`src/inc/azg_pkg.sv`:
```
// Constants shared by the offset-chop and gain control block.
// Assumes a single clock domain and a filter that reports raw results.
package azg_pkg;
    localparam int RES_W = 16;
    localparam logic [1:0] MODE_CONT = 2'h3;
    localparam logic [2:0] GAIN_ANA_MAX = 3'h5;
    localparam logic [2:0] GAIN_X2 = 3'h6;
    localparam logic [2:0] GAIN_X4 = 3'h7;
    localparam logic [1:0] SHIFT_X1 = 2'h0;
    localparam logic [1:0] SHIFT_X2 = 2'h1;
    localparam logic [1:0] SHIFT_X4 = 2'h2;
    localparam logic [2:0] ANA_16X = 3'h5;
    typedef enum logic [2:0] {
        AZG_IDLE = 3'h0,
        AZG_NORM = 3'h1,
        AZG_SWAP = 3'h2,
        AZG_DONE = 3'h3
    } azg_state_e;
endpackage

```
`src/design/azg_ctrl.sv`:
```
// Offset-chop sequencer and gain split for a delta-sigma converter.
// Assumes a filter that runs one conversion per start and returns a result.
`timescale 1ns/100ps
// Function
// - Chop enable bit, reset value 0 disables, 1 enables.
// - With chop, two conversions per result: normal then swapped inputs.
// - Result is normal minus swapped, halved.
// - Single-shot with chop takes twice the plain conversion period.
// - Continuous with chop resets the filter between conversions.
// - Continuous with chop becomes gapless back-to-back single shots.
// - Three-bit gain code selects 0.333 up to 64 total.
// - Codes up to 101 analog only; 110, 111 analog 16 with digital 2, 4.
// - Digital gain is left shift and saturate, not multiply.
// - Digital gain sits in the filter path before the result register.
// - Results are 16 bits wide.
module azg_ctrl #(
    parameter int W = 16
) (
    input wire logic clk,
    input wire logic rst,
    input wire logic offset_chop_enable,
    input wire logic [1:0] conversion_kind_select,
    input wire logic [2:0] gain_code,
    input wire logic start,
    input wire logic filt_done,
    input wire logic [W-1:0] filt_data,
    output logic filt_start,
    output logic filt_reset,
    output logic mux_swap,
    output logic [2:0] analog_gain_sel,
    output logic [W-1:0] result_register,
    output logic result_valid
);
    import azg_pkg::*;

    // ----------------------------------------
    // Elaboration checks
    // ----------------------------------------
    // Halving and saturation are sized for the package result width
    if (W != RES_W) begin
        $error("Result width must match the package result width");
    end

    // ----------------------------------------
    // Helper functions
    // ----------------------------------------
    // Codes above the analog range need the digital stage
    function automatic logic needs_digital(input logic [2:0] code);
        return code > GAIN_ANA_MAX;
    endfunction

    // Analog stage tops out at 16x
    function automatic logic [2:0] analog_of(input logic [2:0] code);
        logic [2:0] ana;
        ana = code;
        if (needs_digital(code)) begin
            ana = ANA_16X;
        end
        return ana;
    endfunction

    // Left-shift count of the digital stage
    function automatic logic [1:0] shift_of(input logic [2:0] code);
        logic [1:0] sh;
        case (code)
            GAIN_X2: sh = SHIFT_X2;
            GAIN_X4: sh = SHIFT_X4;
            default: sh = SHIFT_X1;
        endcase
        return sh;
    endfunction

    // States in which the filter runs one chop conversion
    function automatic logic is_chop_conv(input azg_state_e s);
        return (s == AZG_NORM) || (s == AZG_SWAP);
    endfunction

    // ----------------------------------------
    // Gain split
    // ----------------------------------------
    wire logic [2:0] ana_nxt = analog_of(gain_code);
    wire logic [1:0] shift_nxt = shift_of(gain_code);
    wire logic [W-1:0] gained;

    // Registered so the analog stage never sees a decode glitch
    always_ff @(posedge clk) begin
        if (rst) begin
            analog_gain_sel <= ANA_16X;
        end else begin
            analog_gain_sel <= ana_nxt;
        end
    end

    // Shift in filter path, before the result register
    azg_dgain #(.W(W)) u_dgain (
        .din(filt_data),
        .shift(shift_nxt),
        .dout(gained)
    );

    // ----------------------------------------
    // Start qualification
    // ----------------------------------------
    azg_state_e state_r, state_nxt;
    logic cont_r;
    wire logic seq_idle = state_r == AZG_IDLE;
    wire logic cont_mode = conversion_kind_select == MODE_CONT;
    // A chop start inside a chop sequence is refused
    wire logic chop_take = start && offset_chop_enable && seq_idle;
    wire logic plain_take = start && !offset_chop_enable;
    wire logic norm_done = (state_r == AZG_NORM) && filt_done;
    wire logic chop_done = (state_r == AZG_SWAP) && filt_done;
    wire logic plain_done = seq_idle && filt_done;
    wire logic restart = cont_r && offset_chop_enable;

    // Mode latched at an accepted start only
    always_ff @(posedge clk) begin
        if (rst) begin
            cont_r <= 1'b0;
        end else if (start && seq_idle) begin
            cont_r <= cont_mode;
        end
    end

    // ----------------------------------------
    // Chop sequencer
    // ----------------------------------------
    always_comb begin
        state_nxt = state_r;
        case (state_r)
            AZG_IDLE: begin
                if (chop_take) begin
                    state_nxt = AZG_NORM;
                end
            end
            AZG_NORM: begin
                if (filt_done) begin
                    state_nxt = AZG_SWAP;
                end
            end
            // Second conversion doubles the period
            AZG_SWAP: begin
                if (filt_done) begin
                    state_nxt = AZG_DONE;
                end
            end
            // Gapless restart in continuous mode
            AZG_DONE: begin
                if (restart) begin
                    state_nxt = AZG_NORM;
                end else begin
                    state_nxt = AZG_IDLE;
                end
            end
            default: begin
                state_nxt = AZG_IDLE;
            end
        endcase
    end

    always_ff @(posedge clk) begin
        if (rst) begin
            state_r <= AZG_IDLE;
        end else begin
            state_r <= state_nxt;
        end
    end

    // ----------------------------------------
    // Filter and multiplexer control
    // ----------------------------------------
    wire logic conv_entry = is_chop_conv(state_nxt) && (state_nxt != state_r);
    wire logic start_nxt = conv_entry || plain_take;
    // Each chop conversion starts from a cleared filter
    wire logic reset_nxt = conv_entry;
    wire logic swap_nxt = state_nxt == AZG_SWAP;

    always_ff @(posedge clk) begin
        if (rst) begin
            filt_start <= 1'b0;
        end else begin
            filt_start <= start_nxt;
        end
    end

    always_ff @(posedge clk) begin
        if (rst) begin
            filt_reset <= 1'b0;
        end else begin
            filt_reset <= reset_nxt;
        end
    end

    // Inputs stay swapped for the whole second conversion
    always_ff @(posedge clk) begin
        if (rst) begin
            mux_swap <= 1'b0;
        end else begin
            mux_swap <= swap_nxt;
        end
    end

    // ----------------------------------------
    // Chop arithmetic
    // ----------------------------------------
    logic [W-1:0] norm_r;

    always_ff @(posedge clk) begin
        if (rst) begin
            norm_r <= '0;
        end else if (norm_done) begin
            norm_r <= gained;
        end
    end

    // One bit wider so the difference cannot wrap
    wire logic signed [W:0] diff = $signed({norm_r[W-1], norm_r}) -
                                   $signed({gained[W-1], gained});
    // Arithmetic shift floors toward minus infinity for both signs
    wire logic signed [W:0] half_wide = diff >>> 1;
    wire logic [W-1:0] half = half_wide[W-1:0];

    // ----------------------------------------
    // Result register
    // ----------------------------------------
    wire logic res_load = chop_done || plain_done;
    wire logic [W-1:0] res_nxt = chop_done ? half : gained;

    always_ff @(posedge clk) begin
        if (rst) begin
            result_register <= '0;
        end else if (res_load) begin
            result_register <= res_nxt;
        end
    end

    always_ff @(posedge clk) begin
        if (rst) begin
            result_valid <= 1'b0;
        end else begin
            result_valid <= res_load;
        end
    end
endmodule

```
`src/design/azg_dgain.sv`:
```
// Digital gain stage: left shift with saturation to the result width.
// Assumes the input is a signed result from the decimation path.
`timescale 1ns/100ps
module azg_dgain #(
    parameter int W = 16
) (
    input wire logic [W-1:0] din,
    input wire logic [1:0] shift,
    output logic [W-1:0] dout
);
    import azg_pkg::*;
    // Sign bit plus at least one magnitude bit
    if (W < 2) begin
        $error("Gain stage width too small");
    end
    wire logic signed [W+1:0] ext = {{2{din[W-1]}}, din};
    wire logic signed [W+1:0] shv = ext <<< shift;
    wire logic signed [W+1:0] maxv = {3'h0, {(W-1){1'b1}}};
    wire logic signed [W+1:0] minv = ~maxv;
    // Saturate instead of wrapping
    assign dout = (shv > maxv) ? maxv[W-1:0] : (shv < minv) ? minv[W-1:0] : shv[W-1:0];
endmodule

```
`config.mk`:
```
export PLATFORM = sky130hd
export DESIGN_NAME = azg_ctrl
export DESIGN_NICKNAME = d
export VERILOG_FILES = /design/src/inc/azg_pkg.sv /design/src/design/azg_ctrl.sv /design/src/design/azg_dgain.sv
export SDC_FILE = /design/constraint.sdc
export NUM_CORES = 1
export LEC_CHECK = 0
export BUFFER_PORTS_ARGS = -buffer_cell sky130_fd_sc_hd__buf_2
export CORE_MARGIN = 8
export CORE_UTILIZATION = 55
export CTS_BUF_LIST = sky130_fd_sc_hd__clkbuf_16
export CTS_CLUSTER_DIAMETER = 100
export DETAILED_ROUTE_END_ITERATION = 8
export GPL_TIMING_DRIVEN = 0
export HOLD_SLACK_MARGIN = 0.12
export MAX_ROUTING_LAYER = met4
export PLACE_DENSITY = 0.85
export SYNTH_ARGS = -nofsm -noshare
export SYNTH_HDL_FRONTEND = slang
export SYNTH_SLANG_ARGS = --single-unit
export TNS_END_PERCENT = 50
```
`constraint.sdc`:
```
create_clock -name clk -period 7.9 [get_ports clk]
set_clock_uncertainty 0.15 [all_clocks]
set_input_delay 1.58 -clock clk [delete_from_list [all_inputs] [get_ports clk]]
set_output_delay 1.58 -clock clk [all_outputs]
set_load 0.05 [all_outputs]
```
# --- Yosys cells after proc, flatten, opt, wreduce, memory -nomap -nowiden ---
# Index checks and enable logic that the tools add are counted.
classes:
  n_addsub: 1
  n_mul: 0
  div_mod_pow: 0
  magnitude_cmp: 3
  n_eq_ne: 9
  shift: 1
  muxes: 9
  bitwise: 0
  n_reduce_logical: 15
ops:
  columns: ["cell", "n"]
  rows:
  - ["2-to-1 mux 16 bit", 3]
  - ["greater-than comparator 18 x 16 -> 1 bit (second input constant)", 1]
  - ["< comparator 18 x 16 -> 1 bit (second input constant)", 1]
  - ["<<< shifter 16 x 2 -> 18 bit", 1]
  - ["subtractor 16 x 16 -> 17 bit", 1]
  - ["case mux 3 bit (4 select lines)", 1]
  - ["== test 3 x 2 -> 1 bit (second input constant)", 3]
  - ["logical AND 1 bit", 9]
  - ["2-to-1 mux 3 bit", 3]
  - ["== test 3 x 1 -> 1 bit (second input constant)", 2]
  - ["== test 3 bit (second input constant)", 2]
  - ["case mux 2 bit (2 select lines)", 1]
  - ["greater-than comparator 3 bit (second input constant)", 1]
  - ["logical NOT 3 bit", 1]
  - ["logical OR 1 bit", 3]
  - ["!= test 3 bit", 1]
  - ["== test 2 bit (second input constant)", 1]
  - ["OR reduction 2 bit", 1]
  - ["logical NOT 1 bit", 1]
  - ["2-to-1 mux 1 bit", 1]
totals:
  reg_bits: 43
  latchBits: 0
  ram_bits: 0
  rom_bits: 0
  input_bits: 26
  output_inout_bits: 23
  elab_cells: 47
  n_memories: 0

# --- Longest topological paths before layout ---
logic_depth:
  ltp_word: 8
  mapped_depth: 13
  depth_no_buf: 11

# --- Modules after synthesis ---
# A second synthesis with hierarchy kept.
unflattened:
  cells_unflattened: 382
  hier_area_um2: 3047.9
modules_own_cells:
  columns: ["mod", "n_inst", "cells_each", "area_each_um2"]
  rows:
  - ["azg_ctrl", 1, 307, 2522.4]
  - ["azg_dgain", 1, 75, 525.5]

# --- Least setup slack after synthesis ---
# Ideal clock, no wire load.
synth_path:
  path_type: "in2reg"
  startpoint: "input gain_code[0]"
  endpoint: "register result_register[11]"
  arrival_time_ns: 4.174
  required_ns: 7.613
  setup_slack_ns: 3.439
  cell_stages: 13
  path_cell_list: "buf_4 a21oi_1 nor3_2 buf_2 a21oi_1 or2_2 fa_1 a211oi_2 o21ai_1 a32o_1 a211oi_1 a31o_2 a211oi_1"
synth_between:
  elab_chain_len: 8
  elab_cells_between_ends: 10
  cone_classes: "add/sub: 1; order compare: 2; eq/ne: 2; shift: 1; mux: 4"
synth_lines:
  columns: ["item", "line", "text"]
  rows:
  - ["from (decl)", "azg_ctrl.sv:23", "input wire logic [2:0] gain_code,"]
  - ["== test 3 bit", "azg_ctrl.sv:65", "case (code)"]
  - ["case mux 2 bit (2 select lines) (*)", "azg_ctrl.sv:65", null]
  - ["<<< shifter 16 x 2 -> 18 bit (*)", "azg_dgain.sv:17", "wire logic signed [W+1:0] shv = ext <<< shift;"]
  - ["< comparator 18 x 16 -> 1 bit", "azg_dgain.sv:21", "assign dout = (shv > maxv) ? maxv[W-1:0] : (shv < minv) ? minv[W-1:0] : shv[W-1:0];"]
  - ["2-to-1 mux 16 bit", "azg_dgain.sv:21", null]
  - ["2-to-1 mux 16 bit (*)", "azg_dgain.sv:21", null]
  - ["subtractor 16 x 16 -> 17 bit", "azg_ctrl.sv:217", "wire logic signed [W:0] diff = $signed({norm_r[W-1], norm_r}) -"]
  - ["2-to-1 mux 16 bit (*)", "azg_ctrl.sv:227", "wire logic [W-1:0] res_nxt = chop_done ? half : gained;"]
  - ["to (signal assigned)", "azg_ctrl.sv:233", "result_register <= res_nxt;"]
  - ["to (decl)", "azg_ctrl.sv:31", "output logic [W-1:0] result_register,"]
# Every way passes the cells marked *; elsewhere a longest branch is shown, timed or not.
# A chain may end at the register's enable or synchronous reset.

# --- Final worst setup path ---
layout_path:
  startpoint: "input gain_code[1]"
  endpoint: "register result_register[11]"
# Same word-level chain as after synthesis.

==> metrics.md <==
| Metric | Value |
|---|---|
| Outcome | completed |
| Ant. Diodes | 0 |
| Worst reg-to-reg path cell count | 8 |
| Post-route ant nets | 0 |
| Hold/Removal Path Class | reg -> reg |
| Hold Path Sink | result_register[0] |
| Via/cell ratio | 6.11 |
| Top cell type's share of synthesized area | 0.298 |
| H-tree lvl count | 2 |
| DP Wirelength | 6160 microns |
| First-pass GRT wire length | 13,500 microns |
| TritonCTS Sinks | 43 |
| Fraction of registers with async set/reset | 0 |
| Setup Fix Bufs, Post-CTS | 0 |
| RR Startpoint | norm_r[0] |
| Post-synthesis sequential area ratio | 0.298 |
| Top cells by count, synth | dfxtp_1 (43), a21oi_1 (42), nor2_1 (35) |
| Hold_ws | 309 ps |
| CP max stage cell | fa_1 |
| GR Util All Layers | 0.224 |
| Mean Syn Cell Area | 7.97 sq um |
| Min-Delay Path Depth | 2 |
| Via count | 2,965 |
| DRC Markers | 0 |
| Most common cell in the netlist | dfxtp_1 |
| Tmin final | 4600 ps |
| NumNets Final | 457 |
| Post-synth net total | 404 |
| Critical Path Fanout Max | 10 |
| Die width | 88.4 microns |
| Power per Cell Area | 168 nW/um^2 |
| Synth Area in Adders | 0.0720 |
| Largest family of logic cells by synthesized area | compound AO/OA/AOI/OAI gates |
| Worst path cell trace | buf_2, nand2_1, nor3_2, buf_2, a21oi_1, or2_2, fa_1, a211oi_2, o21ai_1, a32o_1, a211oi_1, a31o_2, a211oi_1 |
| First-iteration detailed-routing DRC count | 295 |
| Fmax | 217 MHz |
| Slew Viols, Final | 0 |
| Router iterations before antenna repair | 5 |
| CTS tree | done |
| Fillcell total | 434 |
| Hold Buf Count CTS | 0 |
| Post-synth EDFFs | 0 |
| Drt total wl | 8100 microns |
| Max-cap violation count | 0 |
| Critical Path End Type | register |
| Startpoint Class | primary input |
| Clock slew at reported path FFs | 60 ps |
| Reg-to-reg critical path endpoint | result_register[11] |
| Worst path arrival time | 4590 ps |
| Share of layout cells above drive strength 1 | 0.178 |
| Vias in the first global route | 2,886 |
| Core Util, Final | 0.658 |
| I/O pin count | 49 |
| Top cell type by total area after synthesis | dfxtp_1 |
| Crit path kind | in -> reg |
| Die Y | 88.4 microns |
| CTS root buf | clkbuf_16 |
| Multiplexer area fraction after synthesis | 0.0490 |
| Final Cycle Share | 0.582 |
| Worst-Skew Late Latency | 280 ps |
| Peak VDD IR | 0.0000829 V |
| Yosys warnings | 0 |
| Setup TNS | 0 ps |
| Area growth, synth to finish | 15.6% |
| CP peak stage delay | 430 ps |
| Initial antenna violation count | 0 |
| Slew margin rel. | 0.570 |
| Flop2flop setup slack | 5220 ps |
| Post-Synth XOR/XNOR Area | 0.0212 |
| Final Power | 561 uW |
| Synth Flop Type | dfxtp_1 |
| DIE AREA | 7820 sq um |
| CTS Buf Count | 5 |
| RSZ-0062 raised after global routing | no |
| Actual slew at the worst max-slew pin | 643 ps |
| CTS Buffer Depth | 2 |
| Setup Viol. Count Final | 0 |
| Leakage power | 1.44 nW |
| Post-Syn Instances | 362 |
| Global route overflow | 0 |
| DR WL/cell | 16.7 microns |
| Number of synthesized register bits | 43 |
| Area of the core | 5070 sq um |
| Port Buffers | 46 |
| Fin. Hold Viols | 0 |
| Largest cells by area after synthesis | dfxtp_1 (30%), a21oi_1 (7.3%), ha_1 (6.5%) |
| Synth Area in Simple Gates | 0.189 |
| Largest net degree at the start of global routing | 13 |
| # resized after CTS | 0 |
| Synth Area in Compound Gates | 0.329 |
| CP Data Required Time | 7890 ps |
| # rows | 26 |
| Count of distinct cell types in the synthesized netlist | 57 |
| HP Start | result_register[0] |
| Initial Util | 0.569 |
| Mapped Area | 2890 sq um |
| Routability cong. | 1.01 |
-- report_power, final --
part           internal [mW]  switching, mW
sequential             0.225        0.00369
combinational         0.0474         0.0893
clock                  0.114         0.0826
-- critical path: cells and delay by family --
kind / cells / cell delay (ps)
compound gates: 7 / 1330
simple gates: 3 / 790
buf+inv: 2 / 440
fa+ha+maj: 1 / 430
-- layout by cell type, fill, tap and decap left out, types with 3 or more instances in the layout --
cell type / Yosys / layout
nor2_1: 35 / 35
o21a_1: 8 / 8
a211oi_1: 17 / 17
or2_2: 4 / 4
a21oi_2: 3 / 3
a21oi_1: 42 / 42
buf_2: 4 / 50
and2_1: 3 / 3
and3_1: 5 / 5
o2bb2ai_1: 3 / 3
xor2_1: 4 / 4
inv_1: 6 / 6
o21ai_0: 24 / 24
nand3_1: 4 / 4
a31oi_1: 6 / 6
o21ai_1: 3 / 3
ha_1: 15 / 15
a21o_1: 6 / 6
o21bai_1: 3 / 3
clkbuf_16: 0 / 5
mux2i_1: 13 / 13
nor2b_1: 5 / 5
a211o_1: 4 / 4
dfxtp_1: 43 / 43
clkbuf_1: 14 / 14
nor3_1: 10 / 10
o211ai_1: 3 / 3
xnor2_1: 3 / 3
nand2b_1: 7 / 7
nand2_1: 30 / 30
-- through the flow --
step | setup slack (ps) | instance area, sq um | cells
after floorplan | 3440 | 2890 | 362
after global placement | 3140 | 3200 | 478
after detailed placement | 3050 | 3200 | 478
after CTS | 3330 | 3340 | 485
after global routing | 3070 | 3340 | 485
final | 3300 | 3340 | 485
-- final cells by class --
| cell class | count | area (sq um) | area share |
|---|---|---|---|
| repair buffers | 46 | 230 | 0.0690 |
| clock buffers | 5 | 125 | 0.0375 |
| inverters | 6 | 22.5 | 0.00675 |
| well taps | 70 | 87.6 | 0.0262 |
| multi-input cells | 293 | 1910 | 0.573 |
| plain buffers | 20 | 91.3 | 0.0274 |
| flip-flops and latches | 43 | 861 | 0.258 |
| clock inverters | 2 | 8.76 | 0.00262 |
-- cell families (layout without fill, tap and decap cells) --
family	Yosys count	count (layout)
xor gates and xnor gates	7	7
buffers and inverters	26	79
AOI/OAI and AO/OA	142	142
DFF	43	43
and+or+nand+nor	113	113
other	1	1
muxes	14	14
adders and majority gates	16	16
-- sequential cells by signal, summed over array words and instances, names as in the netlist --
signal,cells
filt_reset,1
state_r,3
result_valid,1
result_register,16
cont_r,1
norm_r,16
mux_swap,1
analog_gain_sel,3
filt_start,1
-- worst max path at each step --
stage	startpoint	endpoint	slack (ps)	cells after the start
5_1_grt	gain_code[2]	result_register[11]	3070	13
3_3_place_gp	gain_code[1]	result_register[11]	3140	13
3_5_place_dp	gain_code[1]	result_register[11]	3050	13
2_1_floorplan	gain_code[0]	result_register[11]	3440	13
6_report	gain_code[1]	result_register[11]	3300	13
4_1_cts	gain_code[1]	result_register[11]	3330	13
-- metal layers --
metal,up-vias,share of wire,GRT usage
met3,20,0.063,0.0362
met4,0,0.026,0.0799
met1,1388,0.44,0.266
li1,1442,-,-
met5,-,0,-
met2,115,0.47,0.370
Note: power is estimated with default switching activity, not from simulation.
